[src/hw/sto_seq_pkg.sv]
package sto_seq_pkg;

    // ------------------------------------------------------------------
    // Timebase
    // ------------------------------------------------------------------
    localparam int CLK_FREQ_HZ        = 50_000_000;  // Core clock rate
    localparam int TICK_MS            = 1;           // Tick period in ms
    localparam int TICK_CYCLES        = CLK_FREQ_HZ / 1000 * TICK_MS;
    localparam int TICK_W             = 16;          // Prescaler width

    // ------------------------------------------------------------------
    // Delays in milliseconds
    // ------------------------------------------------------------------
    localparam int MS_W               = 16;          // Delay counter width
    localparam logic [MS_W-1:0] REACT_DELAY_MS   = 16'h0005; // Reaction
    localparam logic [MS_W-1:0] DISCREP_DEF_MS   = 16'h0064; // 100 ms
    localparam logic [MS_W-1:0] HOLD_LOW_MIN_MS  = 16'h0005; // > 5 ms
    localparam logic [MS_W-1:0] LEAD_LOW_MIN_MS  = 16'h0000; // 0 ms

    // ------------------------------------------------------------------
    // Types
    // ------------------------------------------------------------------
    // Two torque-off channels sampled together
    typedef struct packed {
        logic channel_a;
        logic channel_b;
    } sto_pair_s;

    // Configured delays in ms
    typedef struct packed {
        logic [MS_W-1:0] discrepancy;
        logic [MS_W-1:0] brake_engage;
        logic [MS_W-1:0] brake_release;
    } delay_cfg_s;

    // Drive sequencing states, Gray along the run path
    typedef enum logic [2:0] {
        ST_OFF      = 3'b000,
        ST_RELEASE  = 3'b001,
        ST_RUN      = 3'b011,
        ST_ENGAGE   = 3'b010,
        ST_FAULT    = 3'b110
    } drive_state_e;

endpackage : sto_seq_pkg

[src/hw/ms_delay.sv]
`timescale 1ns/100ps

// Restartable millisecond timer: done once more than limit ticks have
// passed with start held, so a wait of limit ms is never cut short by
// the phase of the free-running tick
module ms_delay
    import sto_seq_pkg::*;
(
    input  wire logic            core_clk,
    input  wire logic            resetn,
    input  wire logic            tick,
    input  wire logic            start,
    input  wire logic [MS_W-1:0] limit,
    output logic                 done
);

    logic [MS_W:0]   count_r;   // Elapsed ms while start held
    logic            hit;       // Limit passed

    assign hit  = (count_r > {1'b0, limit});

    // ------------------------------------------------------------------
    // Counter
    // ------------------------------------------------------------------
    // Clears whenever start drops, so a withdrawn trigger restarts
    always_ff @(posedge core_clk or negedge resetn) begin
        if (!resetn) begin
            count_r <= '0;
        end else if (!start) begin
            count_r <= '0;
        end else if (tick && !hit) begin
            count_r <= count_r + 1'b1;
        end
    end

    assign done = start && hit;

endmodule : ms_delay

[src/hw/torque_off_restart_sequencer.sv]
`timescale 1ns/100ps

module torque_off_restart_sequencer
    import sto_seq_pkg::*;
#(parameter int MS_CYCLES = TICK_CYCLES) (
    input  wire logic       core_clk,
    input  wire logic       resetn,
    input  wire logic       torque_off_channel_a,
    input  wire logic       torque_off_channel_b,
    input  wire logic       drive_enable_input,
    input  wire logic       speed_zero,
    input  delay_cfg_s      delay_cfg,
    input  wire logic       error_clear,
    output logic            pwm_block,
    output logic            driver_supply_on,
    output logic            internal_enable,
    output logic            brake_release,
    output logic            setpoint_enable,
    output logic            feedback_contact,
    output logic            discrepancy_error,
    output logic            restart_interlock
);

    // ------------------------------------------------------------------
    // Input synchronisers
    // ------------------------------------------------------------------
    logic [2:0]      meta_r;        // First stage, pins
    logic [2:0]      sync_r;        // Second stage, safe to read
    sto_pair_s       sto_s;         // Synchronised channels
    logic            enable_s;      // Synchronised drive enable

    always_ff @(posedge core_clk or negedge resetn) begin
        if (!resetn) begin
            meta_r <= 3'h0;
            sync_r <= 3'h0;
        end else begin
            meta_r <= {torque_off_channel_a, torque_off_channel_b,
                       drive_enable_input};
            sync_r <= meta_r;
        end
    end

    assign sto_s.channel_a = sync_r[2];
    assign sto_s.channel_b = sync_r[1];
    assign enable_s        = sync_r[0];

    // ------------------------------------------------------------------
    // Millisecond tick
    // ------------------------------------------------------------------
    logic [TICK_W-1:0] pre_r;       // Prescaler count
    logic              tick;        // One pulse per ms

    assign tick = (pre_r == TICK_W'(MS_CYCLES - 1));

    // Free-running prescaler that forms the ms timebase
    always_ff @(posedge core_clk or negedge resetn) begin
        if (!resetn) begin
            pre_r <= '0;
        end else if (tick) begin
            pre_r <= '0;
        end else begin
            pre_r <= pre_r + 1'b1;
        end
    end

    // ------------------------------------------------------------------
    // Hardware switching paths
    // ------------------------------------------------------------------
    logic pwm_block_r;              // PWM block follows channel A
    logic supply_r;                 // Driver supply follows channel B

    // Direct paths, one flop past the synchroniser
    always_ff @(posedge core_clk or negedge resetn) begin
        if (!resetn) begin
            pwm_block_r <= 1'b1;
            supply_r    <= 1'b0;
        end else begin
            pwm_block_r <= !sto_s.channel_a;
            supply_r    <= sto_s.channel_b;
        end
    end

    assign pwm_block        = pwm_block_r;
    assign driver_supply_on = supply_r;

    // ------------------------------------------------------------------
    // Firmware reaction delay on torque-off status
    // ------------------------------------------------------------------
    logic both_high;                // Both channels released
    logic sto_free_r;               // Status seen by drive control
    logic react_start;              // Status differs from inputs
    logic react_done;               // Reaction delay elapsed

    assign both_high   = sto_s.channel_a && sto_s.channel_b;
    assign react_start = (both_high != sto_free_r);

    ms_delay u_react (
        .core_clk (core_clk),
        .resetn   (resetn),
        .tick     (tick),
        .start    (react_start),
        .limit    (REACT_DELAY_MS - 1'b1),
        .done     (react_done)
    );

    // Adopt new status only once stable for the reaction delay
    always_ff @(posedge core_clk or negedge resetn) begin
        if (!resetn) begin
            sto_free_r <= 1'b0;
        end else if (react_done) begin
            sto_free_r <= both_high;
        end
    end

    // ------------------------------------------------------------------
    // Discrepancy monitor
    // ------------------------------------------------------------------
    logic mismatch;                 // Channels differ
    logic discrep_done;             // Mismatch outlasted limit
    logic discrep_r;                // Sticky error

    assign mismatch = sto_s.channel_a ^ sto_s.channel_b;

    ms_delay u_discrep (
        .core_clk (core_clk),
        .resetn   (resetn),
        .tick     (tick),
        .start    (mismatch),
        .limit    (delay_cfg.discrepancy),
        .done     (discrep_done)
    );

    // Error is sticky; a new mismatch timeout wins over the clear
    always_ff @(posedge core_clk or negedge resetn) begin
        if (!resetn) begin
            discrep_r <= 1'b0;
        end else if (discrep_done) begin
            discrep_r <= 1'b1;
        end else if (error_clear) begin
            discrep_r <= 1'b0;
        end
    end

    assign discrepancy_error = discrep_r;

    // ------------------------------------------------------------------
    // Feedback contact
    // ------------------------------------------------------------------
    logic fb_r;                     // Closed in safe state

    always_ff @(posedge core_clk or negedge resetn) begin
        if (!resetn) begin
            fb_r <= 1'b0;
        end else begin
            fb_r <= !sto_s.channel_a && !sto_s.channel_b;
        end
    end

    assign feedback_contact = fb_r;

    // ------------------------------------------------------------------
    // Restart interlock on drive enable
    // ------------------------------------------------------------------
    logic hold_start;               // Enable low with status free
    logic hold_done;                // Enable low long enough
    logic armed_r;                  // Restart permitted
    logic free_q_r;                 // Previous status, edge detect
    logic free_rise;                // Status became free

    assign free_rise  = sto_free_r && !free_q_r;
    assign hold_start = sto_free_r && !enable_s && !armed_r;

    ms_delay u_hold (
        .core_clk (core_clk),
        .resetn   (resetn),
        .tick     (tick),
        .start    (hold_start),
        .limit    (HOLD_LOW_MIN_MS),
        .done     (hold_done)
    );

    // Arm only after enable stays low past the hold time; loss or a
    // new rise of the free status disarms, an early rise of enable restarts the hold
    always_ff @(posedge core_clk or negedge resetn) begin
        if (!resetn) begin
            armed_r  <= 1'b0;
            free_q_r <= 1'b0;
        end else begin
            free_q_r <= sto_free_r;
            if (!sto_free_r || free_rise) begin
                armed_r <= 1'b0;
            end else if (hold_done) begin
                armed_r <= 1'b1;
            end
        end
    end

    assign restart_interlock = !armed_r;

    // ------------------------------------------------------------------
    // Drive and brake sequencing
    // ------------------------------------------------------------------
    drive_state_e state_r;          // Sequencer state
    drive_state_e state_nxt;        // Next state
    logic         run_req;          // Enable with restart permitted
    logic         rel_done;         // Brake release delay elapsed
    logic         eng_done;         // Brake engage delay elapsed

    assign run_req = sto_free_r && armed_r && enable_s;

    ms_delay u_release (
        .core_clk (core_clk),
        .resetn   (resetn),
        .tick     (tick),
        .start    (state_r == ST_RELEASE),
        .limit    (delay_cfg.brake_release),
        .done     (rel_done)
    );
    ms_delay u_engage (
        .core_clk (core_clk),
        .resetn   (resetn),
        .tick     (tick),
        .start    (state_r == ST_ENGAGE),
        .limit    (delay_cfg.brake_engage),
        .done     (eng_done)
    );

    // Next-state selection
    always_comb begin
        state_nxt = state_r;
        unique case (state_r)
            ST_OFF: begin
                if (run_req) state_nxt = ST_RELEASE;
            end
            ST_RELEASE: begin
                if (!sto_free_r)    state_nxt = ST_OFF;
                else if (!enable_s) state_nxt = ST_OFF;
                else if (rel_done)  state_nxt = ST_RUN;
            end
            ST_RUN: begin
                if (!sto_free_r)    state_nxt = ST_OFF;
                else if (!enable_s && speed_zero)
                    state_nxt = ST_ENGAGE;
            end
            ST_ENGAGE: begin
                if (!sto_free_r)    state_nxt = ST_OFF;
                else if (eng_done)  state_nxt = ST_OFF;
            end
            ST_FAULT: begin
                if (!discrep_r)     state_nxt = ST_OFF;
            end
            default: state_nxt = ST_OFF;
        endcase
        if (discrep_r) state_nxt = ST_FAULT;
    end

    always_ff @(posedge core_clk or negedge resetn) begin
        if (!resetn) begin
            state_r <= ST_OFF;
        end else begin
            state_r <= state_nxt;
        end
    end

    // Registered drive outputs decoded from the state; brake also held until zero speed
    logic en_r;                     // Internal drive enable
    logic brk_r;                    // Brake released
    logic sp_r;                     // Setpoint enabled

    always_ff @(posedge core_clk or negedge resetn) begin
        if (!resetn) begin
            en_r  <= 1'b0;
            brk_r <= 1'b0;
            sp_r  <= 1'b0;
        end else begin
            en_r  <= (state_nxt != ST_OFF) && (state_nxt != ST_FAULT);
            brk_r <= (state_nxt == ST_RELEASE) || (state_nxt == ST_RUN) ||
                     (brk_r && !speed_zero);
            sp_r  <= (state_nxt == ST_RUN);
        end
    end

    assign internal_enable = en_r;
    assign brake_release   = brk_r;
    assign setpoint_enable = sp_r;

endmodule : torque_off_restart_sequencer

[config.mk]
export PLATFORM = sky130hd
export DESIGN_NAME = torque_off_restart_sequencer
export DESIGN_NICKNAME = d
export VERILOG_FILES = /design/src/hw/sto_seq_pkg.sv /design/src/hw/ms_delay.sv /design/src/hw/torque_off_restart_sequencer.sv
export SDC_FILE = /design/constraint.sdc
export NUM_CORES = 1
export LEC_CHECK = 0
export BUFFER_PORTS_ARGS = -buffer_cell sky130_fd_sc_hd__clkbuf_2
export CAP_MARGIN = 20
export CORE_AREA = 10 10 163 165
export DETAILED_ROUTE_END_ITERATION = 7
export DIE_AREA = 0 0 173 175
export PLACE_DENSITY = 0.44
export REMOVE_ABC_BUFFERS = 1
export SKIP_CTS_REPAIR_TIMING = 1
export SKIP_LAST_GASP = 1
export SYNTH_ARGS = -nofsm -noshare
export SYNTH_HDL_FRONTEND = slang
export SYNTH_SLANG_ARGS = --single-unit
[constraint.sdc]
create_clock -name core_clk -period 2.7 [get_ports core_clk]
set_input_delay 0.54 -clock core_clk [delete_from_list [all_inputs] [get_ports core_clk]]
set_output_delay 0.54 -clock core_clk [all_outputs]
set_load 0.03 [all_outputs]
## After elaboration in Yosys (flattened, before gate mapping)

Cells that the tools add are included.

| storage, ports and cells | value |
|---|---|
| bits in registers | 120 |
| input port bits | 55 |
| output and inout port bits | 8 |
| logic and storage cells | 108 |

| operators by class | value |
|---|---|
| add/sub/neg operators | 6 |
| magnitude comparators | 5 |
| equality and inequality tests | 13 |
| muxes and demuxes | 25 |
| bitwise logic cells | 1 |
| reductions and logical operators | 39 |

Operators by type and width:

| operator | count |
|---|---|
| $mux 17 | 10 |
| $add 17x1->17 const B | 5 |
| $gt 17x16->1 | 3 |
| $gt 17x3->1 const B | 2 |
| $mux 3 | 9 |
| $logic_and 1x1->1 | 20 |
| $add 16x1->16 const B | 1 |
| $eq 16x16->1 const B | 1 |
| $mux 16 | 1 |
| $logic_not 1->1 | 12 |
| $pmux 3 s4 | 1 |
| $ne 2x2->1 const B | 5 |
| $eq 3x2->1 const B | 3 |
| $eq 3x1->1 const B | 2 |
| $mux 1 | 4 |
| $reduce_bool 2->1 | 2 |
| $logic_not 3->1 | 1 |
| $logic_or 1x1->1 | 3 |
| $ne 3x3->1 const B | 1 |
| $reduce_bool 3->1 | 1 |
| $ne 1x1->1 | 1 |
| $xor 1x1->1 | 1 |

## Longest topological paths before layout

| depth | value |
|---|---|
| depth after elaboration | 10 |
| depth in mapped cells | 10 |

## Cells and area by module

A second synthesis with hierarchy kept.

| second synthesis, totals | value |
|---|---|
| cell total of the unflattened synthesis | 911 |
| area, all modules | 8112.8 um^2 |

Modules (own cells, without submodules):

| module | instances | cells each | area each (um^2) |
|---|---|---|---|
| ms_delay | 5 | 158 | 1338.8 |
| torque_off_restart_sequencer | 1 | 121 | 1418.9 |

## Worst setup path after synthesis

Ideal clock, no wire load.

| path | value |
|---|---|
| kind | input to register |
| start point | input delay_cfg[15] (netlist bit) |
| end point | register u_release.count_r[10] |
| library setup time | 0.136 ns |
| arrival time | 2.757 ns |
| data required time | 2.564 ns |
| path slack | -0.194 ns |
| stages on the path | 10 |
| path buffers | 2 |
| cell sequence | inv_1 -> ha_1 -> nand4b_1 -> or3_1 -> or4_4 -> a21boi_4 -> clkbuf_1 -> buf_2 -> o31ai_1 -> a21oi_1 |

| on the way | value |
|---|---|
| longest elaborated chain between the ends | 4 |

Ends and longest elaborated chain:

| what | line | source |
|---|---|---|
| start: declaration | torque_off_restart_sequencer.sv:12 | `input delay_cfg_s delay_cfg,` |
| $gt 17x16->1 | ms_delay.sv:20 | `assign hit = (count_r > {1'b0, limit});` |
| $logic_not 1->1 | ms_delay.sv:31 | `end else if (tick && !hit) begin` |
| $logic_and 1x1->1 | ms_delay.sv:31 |  |
| $ne 2x2->1 (no line) | -- |  |
| end signal: assignment | ms_delay.sv:32 | `count_r <= count_r + 1'b1;` |
| end: declaration | ms_delay.sv:17 | `logic [MS_W:0] count_r;` |

No other way between the ends.
A chain may end at the register's enable or synchronous reset.

## Worst setup path in the final report

| path | value |
|---|---|
| start point | register u_release.count_r[14] |
| end point | register u_release.count_r[12] |

| on the way | value |
|---|---|
| longest elaborated chain between the ends | 4 |

Ends and longest elaborated chain:

| what | line |
|---|---|
| $gt 17x16->1 | ms_delay.sv:20 |
| $logic_not 1->1 | ms_delay.sv:31 |
| $logic_and 1x1->1 | ms_delay.sv:31 |
| $ne 2x2->1 (no line) | -- |

No other way between the ends.

==> results <==
- The number of fill cells in the layout is 2388.
- The synthesized design spends more area on one cell type than any other, namely sky130_fd_sc_hd__dfrtp_1.
- The placeable core region is around 23000 um2.
- At the end of the flow, the number of nets in the layout was between 900 and 1000.
- The min-delay analysis places its worst path in the category in -> reg.
- IR analysis of the VDD net gives a maximum drop of 452.0 uV.
- Clock tree synthesis inserted a total of 17 buffers.
- After detailed placement, the total cell area comes to 7777 um2.
- During synthesis, Yosys emitted a total of 0 warnings.
- The synthesized flop and latch total is 120.
- The aggregate global routing overflow is 0.
- Summed over all cells, the static leakage comes to between 4 and 5 nW.
- Before CTS, the worst setup slack after placement is -446.0 ps.
- The via total after detailed routing is ~5700.
- The startpoint type of the worst setup path is a flop.
- Of the post-synthesis cell area, the dominant cell type holds around 43%.
- The number of instances in the synthesized netlist is between 700 and 800.
- The initial utilization of the core area, before any placement, comes to between 20% and 30%.
- The path type of the worst setup path is reg -> reg.
- The ratio of final minimum period to clock period is a little over nine tenths.
- The floorplan has 56 rows.
- The TritonCTS clock tree is built.
- From synthesis to final layout, the design area changed by 22.08%.
- The longest clock path from root to sink contains 2 buffers.
- The remaining design rule violation count is 0.
- The clock network is responsible for around half of the overall power.
- In the final layout, flip-flops and latches occupy between 3000 and 4000 um2.
- The number of clock sinks seen by CTS is 120.
- The analysis attributes to net switching a power of 0.9229 mW.
- After synthesis, the cell types taking the most area are sky130_fd_sc_hd__dfrtp_1, sky130_fd_sc_hd__ha_1, sky130_fd_sc_hd__inv_1.
- The mean routed wirelength per cell is between 10 and 15 um.
- The initial antenna violation count is 0.
- The peak fanout along the critical path is 8.
- The final hold violation count is 0.
- The via density per instance is 5.006.
- The worst path setup slack after routing is roughly 86 ps.
- Dividing the synthesized area by the synthesized cell count gives ~9.5 um2.
- The clock input transition at the sequential cells of the worst setup and hold paths is 60 ps.
- The number of cells in the finished layout apart from fillers is 1148.
- The multi-input gate area in the final layout is between 3000 and 4000 um2.
- The flow ran to the end, and the final reports show no timing, DRC or antenna violations.
- Global routing consumed, over all layers together, 11.27% of the routing resources.
- Setup repair after global routing left no endpoint under its margin.
- The share of synthesized area occupied by flip-flops and latches is a little over two fifths.
- Cells with a size suffix above 1 make up 17.13% of the layout.
- The detailed placer's ending HPWL is about 12 mm.
- The kind of end point of the critical path is a flop.
- 0 antenna diodes ended up in the layout.
- The worst pin sits at a relative slew slack of 52.74%.
- In this run, distinct cell masters in the synthesized netlist total 59.
- After the first detailed-routing iteration, the DRC count stood at approximately 290.
- The H-tree was split into 4 levels.
- The routability congestion estimate from global placement is around 0.8.
- The post-synthesis instance area is roughly 6900 um2.
- Entering global routing, the biggest net connects slightly below 80 pins.
- Subtracting the final worst setup slack from the clock period gives about 2600 ps.
- At the end of the flow the core is filled with cells to 36.34%.
- From bottom edge to top edge, the die measures roughly 180 um.
- Measured along the x axis, the die boundary spans between 150 and 200 um.
- For the worst setup path, the data required time is 3030 ps.
- The post-route clock skew is roughly 8.4 ps.
- The net switching fraction of the power is between 20% and 30%.
- During I/O placement, the number of pins put on the boundary was 63.
- The tree is rooted in a sky130_fd_sc_hd__clkbuf_16.
- Power spread over the standard cell area amounts to around 500 nW/um2.
- The number of maximum-capacitance violations is 0.
- The setup-violating endpoint count in the final report is 0.
- For flop-to-flop paths, the worst setup slack is about 86 ps.
- The via count of the first global-routing pass was 5840.
- The dominant synthesized flop cell is sky130_fd_sc_hd__dfrtp_1.
- At the worst endpoint, the arrival time is around 3000 ps.
- The count of buffers inserted at the top-level ports is 62.
- The floorplan step defined a die boundary enclosing slightly above 30000 um2.
- Summed over all layers, the routed wires come to 16.78 mm.
- The number of nets with antenna violations after detailed routing is 0.
- The power share of the combinational group is under 10%.
- The max-slew violation total from the final report is 0.
- The clock network latency to the later pin of the worst-skew pair is 410 ps.
- The finished cells cover between 8000 and 9000 um2.
- The post-placement cell count is approximately 1100.
- The design internal power is 3.216 mW.
- After synthesis, the share of flip-flops with an asynchronous set or reset is 100.0%.
- The actual slew at the worst max-slew pin is roughly 700 ps.
- The worst hold slack is 232.1 ps.
- The first global-routing pass estimated 28.70 mm of wire.
- The highest clock frequency the design can meet is between 300 and 400 MHz.
- The pre-antenna-repair detailed-routing pass consisted of 4 iterations.
- The register share of total power is between 40% and 50%.
- Yosys mapped a number of flops with a built-in enable equal to 0.
==> cell type report <==
| class | count | share of cell area (%) |
|---|---|---|
| clock buffer | 24 | 5.698 |
| clock inverter | 8 | 0.8436 |
| inverter | 68 | 3.019 |
| multi-input combinational | 514 | 43.23 |
| sequential | 120 | 35.53 |
| tap | 319 | 4.721 |
| timing repair buffer | 95 | 6.956 |
==> cells in the mapped netlist (2+ instances only) <==
library cell and n:
sky130_fd_sc_hd__nor4_1 7, sky130_fd_sc_hd__mux2_2 2, sky130_fd_sc_hd__nand4_1 30, sky130_fd_sc_hd__o21ba_1 2
sky130_fd_sc_hd__o21ai_0 9, sky130_fd_sc_hd__mux2i_1 15, sky130_fd_sc_hd__clkbuf_1 23, sky130_fd_sc_hd__or3_1 8
sky130_fd_sc_hd__o21a_1 4, sky130_fd_sc_hd__xnor2_1 10, sky130_fd_sc_hd__nand2b_1 16, sky130_fd_sc_hd__a31oi_1 2
sky130_fd_sc_hd__nand3b_1 2, sky130_fd_sc_hd__and4_1 9, sky130_fd_sc_hd__nand2_1 58, sky130_fd_sc_hd__o31ai_1 19
sky130_fd_sc_hd__a211oi_1 6, sky130_fd_sc_hd__inv_1 68, sky130_fd_sc_hd__buf_1 2, sky130_fd_sc_hd__xor2_1 11
sky130_fd_sc_hd__nor4bb_1 3, sky130_fd_sc_hd__nand3_1 32, sky130_fd_sc_hd__a21o_1 4, sky130_fd_sc_hd__dfrtp_1 119
sky130_fd_sc_hd__nor3_1 12, sky130_fd_sc_hd__o31a_1 2, sky130_fd_sc_hd__nand4b_1 2, sky130_fd_sc_hd__o21ai_1 2
sky130_fd_sc_hd__ha_1 58, sky130_fd_sc_hd__o221ai_1 2, sky130_fd_sc_hd__a21oi_1 44, sky130_fd_sc_hd__and3_1 28
sky130_fd_sc_hd__nor2_1 36, sky130_fd_sc_hd__a2111oi_0 2, sky130_fd_sc_hd__o21bai_1 2, sky130_fd_sc_hd__o211ai_1 8
sky130_fd_sc_hd__a32o_1 2, sky130_fd_sc_hd__or4_1 27, sky130_fd_sc_hd__nor3b_1 3, sky130_fd_sc_hd__and2_1 17
==> critical path: stages, from the launching register on <==
cell,delay (ps)
sky130_fd_sc_hd__dfrtp_1,410
sky130_fd_sc_hd__ha_4,280
sky130_fd_sc_hd__nand4b_1,140
sky130_fd_sc_hd__or3_4,410
sky130_fd_sc_hd__or4_4,460
sky130_fd_sc_hd__a21boi_4,190
sky130_fd_sc_hd__or4_1,490
sky130_fd_sc_hd__a21oi_1,150
==> cells by family (layout without fill, tap and decap cells) <==
kind of cell	Yosys count	after routing	synth area share (%)
muxes	17	17	2.493
and+or+nand+nor	295	295	23.88
AOI/OAI and AO/OA	121	123	11.83
xor gates and xnor gates	21	21	2.656
adders and majority gates	58	58	10.48
buffers and inverters	95	195	5.275
DFF	120	120	43.38
==> per-layer routing <==
layer  track usage (%)  vias to the layer above  wire length [um]
met1             14.40                     2820              8171
li1                  -                     2815                 -
met2             18.35                       95              7810
met5                 0                        -                 0
met3             2.738                       17               586
met4             3.665                        0               207
==> state kept, by name (all words and copies together), names as in the netlist, 3 cells and up <==
signal and count:
u_hold.count_r 17, u_react.count_r 17, u_engage.count_r 17, pre_r 16, sync_r 3, u_release.count_r 17, meta_r 3, u_discrep.count_r 17
state_r 3
==> worst paths after layout <==
path,cells past startpoint,from,end
setup / recovery,7,u_release.count_r[14],u_release.count_r[12]
hold / removal,1,drive_enable_input,meta_r[0]
setup reg to reg,7,u_release.count_r[14],u_release.count_r[12]
hold reg to reg,0,meta_r[1],sync_r[1]
max in group asynchronous,3,resetn,pre_r[11]
min in group asynchronous,2,resetn,u_discrep.count_r[8]
==> power groups by stage <==
stage          combinational, mW  clock [mW]  sequential, mW
2_1_floorplan             0.0789           0            1.85
3_3_place_gp               0.190           0            1.84
3_5_place_dp               0.199           0            1.84
4_1_cts                    0.201        2.19            1.81
5_1_grt                    0.231        2.27            1.81
6_report                   0.198        2.13            1.81
==> per-stage QoR <==
stage / power (mW) / TNS [ps]
3_3_place_gp: 2.033 / -6040
2_1_floorplan: 1.926 / -1992
3_5_place_dp: 2.042 / -7650
4_1_cts: 4.204 / -2384
6_report: 4.138 / 0
5_1_grt: 4.315 / 0
==> layout by cell type (no fill, tap or decap), types with 28 or more instances in the layout <==
cell / instances
sky130_fd_sc_hd__a21oi_1: 40
sky130_fd_sc_hd__and3_1: 28
sky130_fd_sc_hd__clkbuf_2: 61
sky130_fd_sc_hd__inv_1: 68
sky130_fd_sc_hd__buf_4: 31
sky130_fd_sc_hd__ha_1: 56
sky130_fd_sc_hd__dfrtp_1: 119
sky130_fd_sc_hd__nand3_1: 32
sky130_fd_sc_hd__nor2_1: 36
sky130_fd_sc_hd__nand4_1: 30
sky130_fd_sc_hd__nand2_1: 58
Power figures use the tool's default switching activity.
